File: config.mk
export PLATFORM = sky130hd
export DESIGN_NAME = rbe_core
export DESIGN_NICKNAME = d
export VERILOG_FILES = /design/src/rbe_pkg.sv /design/src/rbe_core.sv
export VERILOG_INCLUDE_DIRS = /design/src /design/src/src
export SDC_FILE = /design/constraint.sdc
export NUM_CORES = 2
export LEC_CHECK = 0
export ABC_AREA = 1
export BUFFER_PORTS_ARGS = -buffer_cell sky130_fd_sc_hd__buf_2
export CAP_MARGIN = 20
export CORE_ASPECT_RATIO = 1.5
export CORE_MARGIN = 4
export CORE_UTILIZATION = 48
export DETAILED_ROUTE_END_ITERATION = 7
export SETUP_SLACK_MARGIN = 0.2
export SLEW_MARGIN = 40
export SYNTH_ARGS = -nofsm -noshare
export SYNTH_HDL_FRONTEND = slang
export SYNTH_SLANG_ARGS = --single-unit
File: constraint.sdc
create_clock -name clk -period 7.8 [get_ports clk]
set_input_delay 1.17 -clock clk [delete_from_list [all_inputs] [get_ports clk]]
set_output_delay 1.17 -clock clk [all_outputs]
set_load 0.05 [all_outputs]
File: src/rbe_consts.svh
/*
  Constants of the radio bit encoder and framing FIFO block: register offsets,
  field positions, reset values and whitening taps.
  Assumes inclusion by bare name from the package and the design module.
*/
`ifndef RBE_CONSTS_SVH
`define RBE_CONSTS_SVH

// ----------------------------------------------------------------------------
// register offsets (byte addresses)
// ----------------------------------------------------------------------------
`define RBE_OFS_CTRL 8'h00
`define RBE_OFS_DATA 8'h04
`define RBE_OFS_STAT 8'h08
`define RBE_OFS_THR 8'h0C
`define RBE_OFS_MASK 8'h10

// ----------------------------------------------------------------------------
// fields and reset values
// ----------------------------------------------------------------------------
`define RBE_CTRL_W 12
`define RBE_CTRL_RST 12'h000
`define RBE_THR_RST 9'h080
`define RBE_MASK_RST 5'h00
`define RBE_STAT_OVR 5
`define RBE_STAT_UDR 4
`define RBE_FIFO_DEPTH 256
`define RBE_FIFO_FULL 9'h100
`define RBE_HDLC_FLAG 8'h7E
`define RBE_CHUNK_DATA 3'h1
`define RBE_CHUNK_RSSI 3'h2
`define RBE_CHUNK_FOFS 3'h3
`define RBE_CHUNK_TSTAMP 3'h4

// ----------------------------------------------------------------------------
// whitening taps and seed
// ----------------------------------------------------------------------------
`define RBE_TAPS_NINE 17'h0_0110
`define RBE_TAPS_FIFTEEN 17'h0_6000
`define RBE_TAPS_SEVENTEEN 17'h1_0800
`define RBE_LFSR_SEED 17'h1_FFFF

`endif

File: src/rbe_pkg.sv
/*
  Types of the radio bit encoder and framing FIFO block.
  Assumes rbe_consts.svh is reachable on the include path.
*/
`include "rbe_consts.svh"

package rbe_pkg;

  // --------------------------------------------------------------------------
  // carriers
  // --------------------------------------------------------------------------
  typedef struct packed {
    logic psel;
    logic penable;
    logic pwrite;
    logic [7:0] paddr;
    logic [31:0] pwdata;
  } rbe_apb_req_t;

  typedef struct packed {
    logic stb;
    logic [7:0] val;
  } rbe_meas_t;

  typedef struct packed {
    logic sym_tick;
    logic rx_sym;
    logic rx_sym_vld;
  } rbe_modem_in_t;

  // --------------------------------------------------------------------------
  // control register layout, msb first
  // --------------------------------------------------------------------------
  typedef struct packed {
    logic mult;
    logic [1:0] poly;
    logic whiten;
    logic manch;
    logic diff;
    logic fsk4;
    logic inv_msb;
    logic inv_lsb;
    logic inv;
    logic raw;
    logic tx;
  } rbe_ctrl_t;

  typedef enum logic [1:0] {TX_IDLE, TX_HDR, TX_DATA, TX_GAP} rbe_tx_st_t;
  typedef enum logic {SQ_IDLE, SQ_PAY} rbe_sq_st_t;

  // --------------------------------------------------------------------------
  // whole state of the block
  // --------------------------------------------------------------------------
  typedef struct packed {
    rbe_ctrl_t ctrl;
    logic [8:0] thr;
    logic [4:0] irq_mask;
    logic ovr;
    logic udr;
    logic [`RBE_FIFO_DEPTH-1:0][7:0] mem;
    logic [7:0] wr_ptr;
    logic [7:0] rd_ptr;
    logic [8:0] count;
    logic [31:0] prdata;
    logic sel_m, sel_s, sel_d, sclk_m, sclk_s, sclk_d;
    logic [7:0] spi_sh;
    logic [3:0] spi_cnt;
    logic spi_miso;
    rbe_tx_st_t tx_st;
    logic [4:0] tx_len;
    logic [7:0] tx_sh;
    logic [3:0] tx_cnt;
    logic tx_half, tx_mbit, tx_lvl, tx_phase, tx_sym;
    logic [16:0] tx_lfsr;
    logic rx_phase, rx_half, rx_mbit, rx_prev, rx_in_frame, rx_byte_pend;
    logic [16:0] rx_lfsr;
    logic [7:0] rx_sh;
    logic [3:0] rx_cnt;
    logic [7:0] rx_byte;
    rbe_sq_st_t sq_st;
    logic [7:0] sq_pay;
    logic [2:0] m_pend;
    logic [2:0][7:0] m_val;
  } rbe_state_t;

endpackage

File: src/rbe_core.sv
/*
  Bit-stream encoder, framing unit and 256-byte chunk FIFO with APB registers,
  level interrupt and a serial status byte shifted out at the start of every
  host serial access.
  Assumes the modem side runs on clk; serial select and clock come from the
  host asynchronously and are synchronised here.
*/
`timescale 1ns/1ps
`include "rbe_consts.svh"

// Notes on behaviour
// - encoder between framer and modem, both directions
// - inversion complements every bit
// - 4-FSK: separate low and high bit inversion
// - differential: zero keeps level, one toggles
// - Manchester: two line symbols per bit
// - whitening adds no bits
// - whitening polynomial selectable: nine, fifteen, seventeen
// - additive or multiplicative scrambling selectable
// - framer serialises tx, recovers rx bytes
// - packet or raw mode by configuration
// - single 256-byte buffer for host data
// - chunks: header holds length and type
// - rssi, offset, timestamp chunks into rx buffer
// - buffer direction follows tx or rx mode
// - maskable empty/nonempty/full/notfull/level interrupts
// - interrupt high while any enabled cause
// - interrupt clears only when cause removed or masked
// - status byte shifted out during address phase
// - raw mode: no delimiting, plain byte grouping
// - packet mode delimits with flag 0x7E
module rbe_core
  import rbe_pkg::*;
(
  input wire logic clk, // 200 MHz core clock
  input wire logic rst, // synchronous reset, active high
  input wire rbe_apb_req_t apb_req, // apb request
  output logic [31:0] prdata, // apb read data
  output logic pready, // apb ready
  output logic pslverr, // apb error on unmapped address
  input wire rbe_modem_in_t modem_in, // modem symbol strobes and rx symbol
  input wire rbe_meas_t [2:0] meas_in, // 0 rssi, 1 freq offset, 2 timestamp
  output logic tx_sym, // encoded tx line symbol
  output logic tx_busy, // framer has data in flight
  input wire logic spi_sel_n, // host select, active low, async
  input wire logic spi_sclk, // host serial clock, async
  output logic spi_miso, // serial status out
  output logic spi_miso_oe, // miso driven while selected
  output logic irq // level interrupt, active high
);

  rbe_state_t s, n;

  // --------------------------------------------------------------------------
  // whitening feedback
  // --------------------------------------------------------------------------
  function automatic logic wh_fb(input logic [16:0] st, input logic [1:0] sel);
    logic [16:0] m;
    m = (sel == 2'd0) ? `RBE_TAPS_NINE : (sel == 2'd1) ? `RBE_TAPS_FIFTEEN
      : `RBE_TAPS_SEVENTEEN;
    return ^(st & m);
  endfunction

  logic empty, full, above_thr, free_above;
  logic [7:0] stat_byte;
  logic [4:0] causes;
  logic setup, access, hit;
  logic [8:0] free_cnt;

  assign empty = (s.count == 9'h000);
  assign full = (s.count == `RBE_FIFO_FULL);
  assign free_cnt = `RBE_FIFO_FULL - s.count;
  assign above_thr = (s.count > s.thr);
  assign free_above = (free_cnt > s.thr);
  // empty, full, overrun, underrun, level, free space, msb first
  assign stat_byte = {empty, full, s.ovr, s.udr, above_thr, free_above, 2'b00};
  // empty, not empty, full, not full, level
  assign causes = {above_thr, ~full, full, ~empty, empty};
  assign irq = |(causes & s.irq_mask);

  assign setup = apb_req.psel & ~apb_req.penable;
  assign access = apb_req.psel & apb_req.penable;
  always_comb begin
    if (apb_req.paddr == `RBE_OFS_CTRL) begin
      hit = 1'b1;
    end else if (apb_req.paddr == `RBE_OFS_DATA) begin
      hit = 1'b1;
    end else if (apb_req.paddr == `RBE_OFS_STAT) begin
      hit = 1'b1;
    end else if (apb_req.paddr == `RBE_OFS_THR) begin
      hit = 1'b1;
    end else if (apb_req.paddr == `RBE_OFS_MASK) begin
      hit = 1'b1;
    end else begin
      hit = 1'b0;
    end
  end

  assign pready = 1'b1;
  assign pslverr = access & ~hit;
  assign prdata = s.prdata;
  assign tx_sym = s.tx_sym;
  assign tx_busy = (s.tx_cnt != 4'h0) || (s.tx_st != TX_IDLE);
  assign spi_miso = s.spi_miso;
  assign spi_miso_oe = ~s.sel_s;

  // --------------------------------------------------------------------------
  // next state
  // --------------------------------------------------------------------------
  always_comb begin
    logic push, pop, set_ovr, set_udr, sym, b, w, lvl, bit_ok, d, fb;
    logic [7:0] push_data, pop_data, sh;
    logic [2:0] ctype;
    n = s;
    push = 1'b0;
    pop = 1'b0;
    set_ovr = 1'b0;
    set_udr = 1'b0;
    push_data = 8'h00;
    pop_data = s.mem[s.rd_ptr];
    sym = 1'b0;
    b = 1'b0;
    w = 1'b0;
    lvl = 1'b0;
    bit_ok = 1'b0;
    d = 1'b0;
    fb = 1'b0;
    sh = 8'h00;
    ctype = 3'h0;

    // ---- apb ----
    if (setup) begin
      if (apb_req.paddr == `RBE_OFS_CTRL) begin
        n.prdata = {20'h0_0000, s.ctrl};
      end else if (apb_req.paddr == `RBE_OFS_DATA) begin
        n.prdata = (s.ctrl.tx || empty) ? 32'h0000_0000 : {24'h00_0000, pop_data};
      end else if (apb_req.paddr == `RBE_OFS_STAT) begin
        n.prdata = {15'h0000, s.count, stat_byte};
      end else if (apb_req.paddr == `RBE_OFS_THR) begin
        n.prdata = {23'h00_0000, s.thr};
      end else if (apb_req.paddr == `RBE_OFS_MASK) begin
        n.prdata = {27'h000_0000, s.irq_mask};
      end else begin
        n.prdata = 32'h0000_0000;
      end
    end
    if (access && apb_req.pwrite) begin
      if (apb_req.paddr == `RBE_OFS_CTRL) begin
        n.ctrl = rbe_ctrl_t'(apb_req.pwdata[`RBE_CTRL_W-1:0]);
      end else if (apb_req.paddr == `RBE_OFS_DATA) begin
        if (s.ctrl.tx) begin
          if (full) begin
            set_ovr = 1'b1;
          end else begin
            push = 1'b1;
            push_data = apb_req.pwdata[7:0];
          end
        end
      end else if (apb_req.paddr == `RBE_OFS_STAT) begin
        if (apb_req.pwdata[`RBE_STAT_OVR]) begin
          n.ovr = 1'b0;
        end
        if (apb_req.pwdata[`RBE_STAT_UDR]) begin
          n.udr = 1'b0;
        end
      end else if (apb_req.paddr == `RBE_OFS_THR) begin
        n.thr = apb_req.pwdata[8:0];
      end else if (apb_req.paddr == `RBE_OFS_MASK) begin
        n.irq_mask = apb_req.pwdata[4:0];
      end
    end
    if (access && !apb_req.pwrite && apb_req.paddr == `RBE_OFS_DATA && !s.ctrl.tx) begin
      if (empty) begin
        set_udr = 1'b1;
      end else begin
        pop = 1'b1;
      end
    end

    // ---- tx encoder: whiten, differential, manchester, invert ----
    if (s.ctrl.tx && modem_in.sym_tick) begin
      if (s.ctrl.manch && s.tx_half) begin
        sym = ~s.tx_mbit;
        n.tx_half = 1'b0;
      end else begin
        if (s.tx_cnt != 4'h0) begin
          b = s.tx_sh[0];
          n.tx_sh = {1'b0, s.tx_sh[7:1]};
          n.tx_cnt = s.tx_cnt - 4'h1;
        end
        w = b;
        if (s.ctrl.whiten) begin
          fb = wh_fb(s.tx_lfsr, s.ctrl.poly);
          w = b ^ fb;
          n.tx_lfsr = {s.tx_lfsr[15:0], s.ctrl.mult ? w : fb};
        end
        lvl = s.ctrl.diff ? (s.tx_lvl ^ w) : w;
        n.tx_lvl = lvl;
        sym = lvl;
        if (s.ctrl.manch) begin
          n.tx_mbit = lvl;
          n.tx_half = 1'b1;
        end
      end
      n.tx_sym = sym ^ s.ctrl.inv ^ (s.ctrl.fsk4 & (s.tx_phase ? s.ctrl.inv_lsb
        : s.ctrl.inv_msb));
      n.tx_phase = ~s.tx_phase;
    end

    // ---- tx framer ----
    if (s.ctrl.tx && n.tx_cnt == 4'h0) begin
      case (s.tx_st)
        TX_IDLE: begin
          if (!empty) begin
            if (!s.ctrl.raw) begin
              n.tx_sh = `RBE_HDLC_FLAG;
              n.tx_cnt = 4'h8;
            end
            n.tx_st = TX_HDR;
          end
        end
        TX_HDR: begin
          if (!empty) begin
            pop = 1'b1;
            n.tx_len = pop_data[4:0];
            n.tx_st = (pop_data[4:0] == 5'h00) ? TX_GAP : TX_DATA;
          end
        end
        TX_DATA: begin
          if (!empty) begin
            pop = 1'b1;
            n.tx_sh = pop_data;
            n.tx_cnt = 4'h8;
            n.tx_len = s.tx_len - 5'h01;
            if (s.tx_len == 5'h01) begin
              n.tx_st = TX_GAP;
            end
          end
        end
        TX_GAP: begin
          if (!empty) begin
            n.tx_st = TX_HDR;
          end else begin
            if (!s.ctrl.raw) begin
              n.tx_sh = `RBE_HDLC_FLAG;
              n.tx_cnt = 4'h8;
            end
            n.tx_st = TX_IDLE;
          end
        end
        default: n.tx_st = TX_IDLE;
      endcase
    end

    // ---- rx chunk sequencer ----
    for (int i = 0; i < 3; i++) begin
      if (!s.ctrl.tx && meas_in[i].stb) begin
        n.m_val[i] = meas_in[i].val;
      end
    end
    if (!s.ctrl.tx) begin
      case (s.sq_st)
        SQ_IDLE: begin
          if (s.rx_byte_pend) begin
            ctype = `RBE_CHUNK_DATA;
            n.sq_pay = s.rx_byte;
            n.rx_byte_pend = 1'b0;
          end else if (s.m_pend[0]) begin
            ctype = `RBE_CHUNK_RSSI;
            n.sq_pay = s.m_val[0];
            n.m_pend[0] = 1'b0;
          end else if (s.m_pend[1]) begin
            ctype = `RBE_CHUNK_FOFS;
            n.sq_pay = s.m_val[1];
            n.m_pend[1] = 1'b0;
          end else if (s.m_pend[2]) begin
            ctype = `RBE_CHUNK_TSTAMP;
            n.sq_pay = s.m_val[2];
            n.m_pend[2] = 1'b0;
          end
          if (ctype != 3'h0) begin
            push = 1'b1;
            push_data = {ctype, 5'h01};
            n.sq_st = SQ_PAY;
          end
        end
        SQ_PAY: begin
          push = 1'b1;
          push_data = s.sq_pay;
          n.sq_st = SQ_IDLE;
        end
        default: n.sq_st = SQ_IDLE;
      endcase
      for (int i = 0; i < 3; i++) begin
        if (meas_in[i].stb) begin
          n.m_pend[i] = 1'b1;
        end
      end
      if (push && full) begin
        push = 1'b0;
        set_ovr = 1'b1;
      end
    end

    // ---- rx decoder: invert, manchester, differential, dewhiten ----
    if (!s.ctrl.tx && modem_in.rx_sym_vld) begin
      sym = modem_in.rx_sym ^ s.ctrl.inv ^ (s.ctrl.fsk4 & (s.rx_phase ? s.ctrl.inv_lsb
        : s.ctrl.inv_msb));
      n.rx_phase = ~s.rx_phase;
      bit_ok = 1'b1;
      b = sym;
      if (s.ctrl.manch) begin
        if (!s.rx_half) begin
          n.rx_mbit = sym;
          n.rx_half = 1'b1;
          bit_ok = 1'b0;
        end else begin
          n.rx_half = 1'b0;
          b = s.rx_mbit;
        end
      end
      if (bit_ok) begin
        d = s.ctrl.diff ? (b ^ s.rx_prev) : b;
        n.rx_prev = b;
        w = d;
        if (s.ctrl.whiten) begin
          fb = wh_fb(s.rx_lfsr, s.ctrl.poly);
          w = d ^ fb;
          n.rx_lfsr = {s.rx_lfsr[15:0], s.ctrl.mult ? d : fb};
        end
        sh = {w, s.rx_sh[7:1]};
        n.rx_sh = sh;
        if (!s.ctrl.raw && sh == `RBE_HDLC_FLAG) begin
          n.rx_in_frame = 1'b1;
          n.rx_cnt = 4'h0;
        end else if (s.ctrl.raw || s.rx_in_frame) begin
          n.rx_cnt = s.rx_cnt + 4'h1;
          if (s.rx_cnt == 4'h7) begin
            n.rx_cnt = 4'h0;
            if (n.rx_byte_pend) begin
              set_ovr = 1'b1;
            end
            n.rx_byte = sh;
            n.rx_byte_pend = 1'b1;
          end
        end
      end
    end

    // ---- fifo storage ----
    if (push) begin
      n.mem[s.wr_ptr] = push_data;
      n.wr_ptr = s.wr_ptr + 8'h01;
    end
    if (pop) begin
      n.rd_ptr = s.rd_ptr + 8'h01;
    end
    n.count = s.count + {8'h00, push} - {8'h00, pop};
    if (set_ovr) begin
      n.ovr = 1'b1;
    end
    if (set_udr) begin
      n.udr = 1'b1;
    end

    // ---- serial status byte ----
    n.sel_m = spi_sel_n;
    n.sel_s = s.sel_m;
    n.sel_d = s.sel_s;
    n.sclk_m = spi_sclk;
    n.sclk_s = s.sclk_m;
    n.sclk_d = s.sclk_s;
    if (!s.sel_s && s.sel_d) begin
      n.spi_sh = {stat_byte[6:0], 1'b0};
      n.spi_miso = stat_byte[7];
      n.spi_cnt = 4'h1;
    end else if (!s.sel_s && !s.sclk_s && s.sclk_d) begin
      if (s.spi_cnt < 4'h8) begin
        n.spi_miso = s.spi_sh[7];
        n.spi_sh = {s.spi_sh[6:0], 1'b0};
        n.spi_cnt = s.spi_cnt + 4'h1;
      end else begin
        n.spi_miso = 1'b0;
      end
    end

    if (rst) begin
      n = '0;
      n.ctrl = rbe_ctrl_t'(`RBE_CTRL_RST);
      n.thr = `RBE_THR_RST;
      n.irq_mask = `RBE_MASK_RST;
      n.tx_lfsr = `RBE_LFSR_SEED;
      n.rx_lfsr = `RBE_LFSR_SEED;
      n.sel_m = 1'b1;
      n.sel_s = 1'b1;
      n.sel_d = 1'b1;
      n.tx_st = TX_IDLE;
      n.sq_st = SQ_IDLE;
    end
  end

  always_ff @(posedge clk) begin
    s <= n;
  end

endmodule // rbe_core

==> reports/qor.csv <==
metric;value;unit
finalCoreUtilization;51.7;%
wire_length_of_the_first_global_routing_pass;514;mm
critical_path_class;reg2reg;
final_cells;16018;
grt_usage;29.8;%
route.detailed.vias_per_inst;5.80;
antenna_found_initial;7;
ctsResizeCount;0;
synthDominantAreaCellType;sky130_fd_sc_hd__dfxtp_1;
drt_pre_antenna_iters;7;
setup.worst_path.end_class;register;
number_of_enable_type_register_cells_in_the_synthesized_netlist;0;
ys_seq_area_share;45.1;%
power-per-cell-area;226;mW/mm2
detail_route.wl_per_cell;21.1;um
vias;92980;
drv_slew;0;
placementRows;205;
nFillCells;20144;
max_cap_viol_count;0;
fp.dieH;567;um
ant_nets;0;
portion_of_the_clock_cycle_consumed_by_the_worst_path_in_the_final_layout;67.8;%
nets;13294;
timing.setup.tns;0;ns
postSynth.topFlopCell;sky130_fd_sc_hd__dfxtp_1;
pin_count;116;
clock_tree_from_tritoncts;yes;
maxClockFrequency;0.189;GHz
htreeDepth;4;
cpPeakStageDelay;0.64;ns
synth_seq_cells;2253;
core_area;0.208;mm2
power.leakage;37.6;nW
clock_latency;0.89;ns
worstMarginPinSlew;0.958;ns
hp-class;reg2reg;
fin_worst_skew;0.0510;ns
die_area;0.216;mm2
worst-path-max-fanout;11;
number_of_port_buffers;79;
post-route-min-period;5.29;ns
cts.sink_count;2253;
placed_cell_count;15632;
worst_ep_arrival_time;6.02;ns
timing_hold_violations_final;0;
grt_pass1_vias;85936;
globalplace.congestion;0.905;
timing.critical_path.required;8.53;ns
fin_total_pwr;24.2;mW
start_kind;register;
result_of_the_run;finished clean;
area.sequential;0.0451;mm2
slew-limit-headroom;36.1;%
multiInputGateArea;0.0445;mm2
initial_utilization;48.2;%
clock_tree.buffer_depth;4;
crit_path_top_delay_cell;sky130_fd_sc_hd__dfxtp_1;
dpl_cell_area;0.100;mm2
library_cells_used_by_synthesis;51;
post-cts-setup-buffer-count;0;
clock-root-buffer;sky130_fd_sc_hd__clkbuf_16;
pin_count_of_the_biggest_net_entering_global_routing;264;
synth_warnings;0;
flow.area_growth_from_synthesis;7.30;%
synth_top_area_share;45.1;%
setup_viol_count_final;0;
worst_slack_placed;2.12;ns
place.detailed.hpwl;196;mm
library_cell_appearing_most_often_on_the_critical_path;sky130_fd_sc_hd__nand2_1;
yosys-top-cells-area;sky130_fd_sc_hd__dfxtp_1 45%, sky130_fd_sc_hd__a21oi_1 13%, sky130_fd_sc_hd__o21ai_0 12%, sky130_fd_sc_hd__nand3_1 8.5%, sky130_fd_sc_hd__nand2_1 6.3%;
share_of_final_layout_standard_cells_stronger_than_drive_strength_1;5.28;%
syn_area;0.100;mm2
cell_count_after_synthesis;13989;
grt_overflow_total;0;
synth_area_per_cell;7.16;um2
tritoncts.num_buffers;218;
chipWidth;381;um
max-vdd-ir-drop;0.271;mV
finish.instance_area;0.107;mm2
cts_hold_buf;0;
route.detailed.drc;0;
rsz0062_at_grt;no;
drt_iter0_drc;9894;
path_clk_slew;0.06;ns
fin_hold_ws;0.405;ns
final.setup.worst_slack;2.51;ns
fraction_of_synthesis_flops_using_an_asynchronous_set_or_reset_pin;0;%
drt_wl_total;338;mm
[synthesized netlist by cell type, types with 2 or more instances]
master / instances
sky130_fd_sc_hd__nor3_1: 15
sky130_fd_sc_hd__a221oi_1: 7
sky130_fd_sc_hd__ha_1: 49
sky130_fd_sc_hd__or2_2: 5
sky130_fd_sc_hd__o21ai_2: 2
sky130_fd_sc_hd__buf_4: 63
sky130_fd_sc_hd__o22ai_1: 2
sky130_fd_sc_hd__clkbuf_1: 712
sky130_fd_sc_hd__a211oi_1: 17
sky130_fd_sc_hd__nand3b_1: 2
sky130_fd_sc_hd__clkbuf_2: 2
sky130_fd_sc_hd__inv_2: 27
sky130_fd_sc_hd__o21ai_1: 54
sky130_fd_sc_hd__dfxtp_1: 2253
sky130_fd_sc_hd__nor2_1: 207
sky130_fd_sc_hd__o211ai_1: 34
sky130_fd_sc_hd__inv_1: 1392
sky130_fd_sc_hd__clkinv_1: 11
sky130_fd_sc_hd__o21a_1: 104
sky130_fd_sc_hd__nand2_2: 2
sky130_fd_sc_hd__buf_2: 385
sky130_fd_sc_hd__o21ai_0: 2435
sky130_fd_sc_hd__nand4_1: 19
sky130_fd_sc_hd__nor2_2: 91
sky130_fd_sc_hd__nand3_1: 1698
sky130_fd_sc_hd__o221ai_1: 6
sky130_fd_sc_hd__nand2_1: 1675
sky130_fd_sc_hd__a31oi_1: 56
sky130_fd_sc_hd__a22oi_1: 2
sky130_fd_sc_hd__buf_1: 83
sky130_fd_sc_hd__a21oi_1: 2532
sky130_fd_sc_hd__xnor2_1: 4
sky130_fd_sc_hd__nor3b_1: 3
sky130_fd_sc_hd__nor4_1: 3
sky130_fd_sc_hd__xor2_1: 10
sky130_fd_sc_hd__nand2_4: 11
sky130_fd_sc_hd__conb_1: 2
[sequential cells by signal, summed over array words and instances (netlist names)]
name / cells
tx_sym: 1
prdata: 17
spi_miso: 1
s: 2234
[report_power, final]
group	switching, mW	internal (mW)	leakage (nW)
Combinational	1.38	0.415	16.0
Clock	4.60	6.19	3.53
Sequential	0.0672	11.6	18.2
[kinds of logic after synthesis]
family / after synthesis / synth area share (%)
flip-flops: 2253 / 45.1
XOR/XNOR: 14 / 0.122
adder cells (fa/ha/maj): 50 / 0.632
AO/OA/AOI/OAI: 5258 / 26.8
AND/OR/NAND/NOR: 3734 / 16.6
multiplexers: 1 / 0.0100
buffers and inverters: 2677 / 10.8
other: 2 / 0.00750
[final cells by class]
cell class | count | share of cell area [%]
inverters | 1431 | 5.08
repair buffers | 190 | 1.77
clock inverters | 53 | 0.625
clock buffers | 325 | 6.00
well taps | 2691 | 3.13
flip-flops and latches | 2253 | 42.0
diodes | 2 | 0.00466
multi-input cells | 9073 | 41.4
[layout by cell type (no fill, tap or decap), types with 11 or more instances in the layout]
master                      count
sky130_fd_sc_hd__nand4_1       19
sky130_fd_sc_hd__dfxtp_1     2248
sky130_fd_sc_hd__a21oi_1     2531
sky130_fd_sc_hd__o211ai_1      34
sky130_fd_sc_hd__a211oi_1      17
sky130_fd_sc_hd__buf_2         78
sky130_fd_sc_hd__clkbuf_1      52
sky130_fd_sc_hd__ha_1          49
sky130_fd_sc_hd__nand2_4       11
sky130_fd_sc_hd__a31oi_1       56
sky130_fd_sc_hd__nand2_1     1675
sky130_fd_sc_hd__o21ai_1       47
sky130_fd_sc_hd__clkbuf_8      52
sky130_fd_sc_hd__o21ai_0     2435
sky130_fd_sc_hd__nand3_1     1698
sky130_fd_sc_hd__inv_1       1388
sky130_fd_sc_hd__inv_2         18
sky130_fd_sc_hd__buf_16        13
sky130_fd_sc_hd__bufinv_16     16
sky130_fd_sc_hd__conb_1        16
sky130_fd_sc_hd__clkinv_2      36
sky130_fd_sc_hd__o21a_1       104
sky130_fd_sc_hd__buf_12        30
sky130_fd_sc_hd__nor3_1        14
sky130_fd_sc_hd__clkbuf_16    221
sky130_fd_sc_hd__buf_4         59
sky130_fd_sc_hd__nor2_2       110
sky130_fd_sc_hd__nor2_1       184
[layer usage]
layer	up-vias	share of wire, %	GRT usage (%)
li1	45273	-	-
met1	43576	40	37.0
met2	3326	47	50.3
met3	797	7.1	4.31
met4	8	5.9	15.7
met5	-	0.015	0
[path summary, 6_finish.rpt]
kind | from | end | slack (ns) | depth (start not counted)
setup / recovery | s[2260] | s[179] | 2.51 | 30
hold / removal | s[135] | s[134] | 0.41 | 2
setup reg to reg | s[2260] | s[179] | 2.51 | 30
hold reg to reg | s[135] | s[134] | 0.41 | 2
[critical path: cells and delay by family (launching register included)]
family | cells | cell delay (ns)
AND/OR/NAND/NOR | 15 | 2.14
adder cells (fa/ha/maj) | 3 | 0.89
buffers and inverters | 6 | 0.75
AO/OA/AOI/OAI | 6 | 0.69
flip-flops | 1 | 0.64
Note: power is estimated with default switching activity, not from simulation.
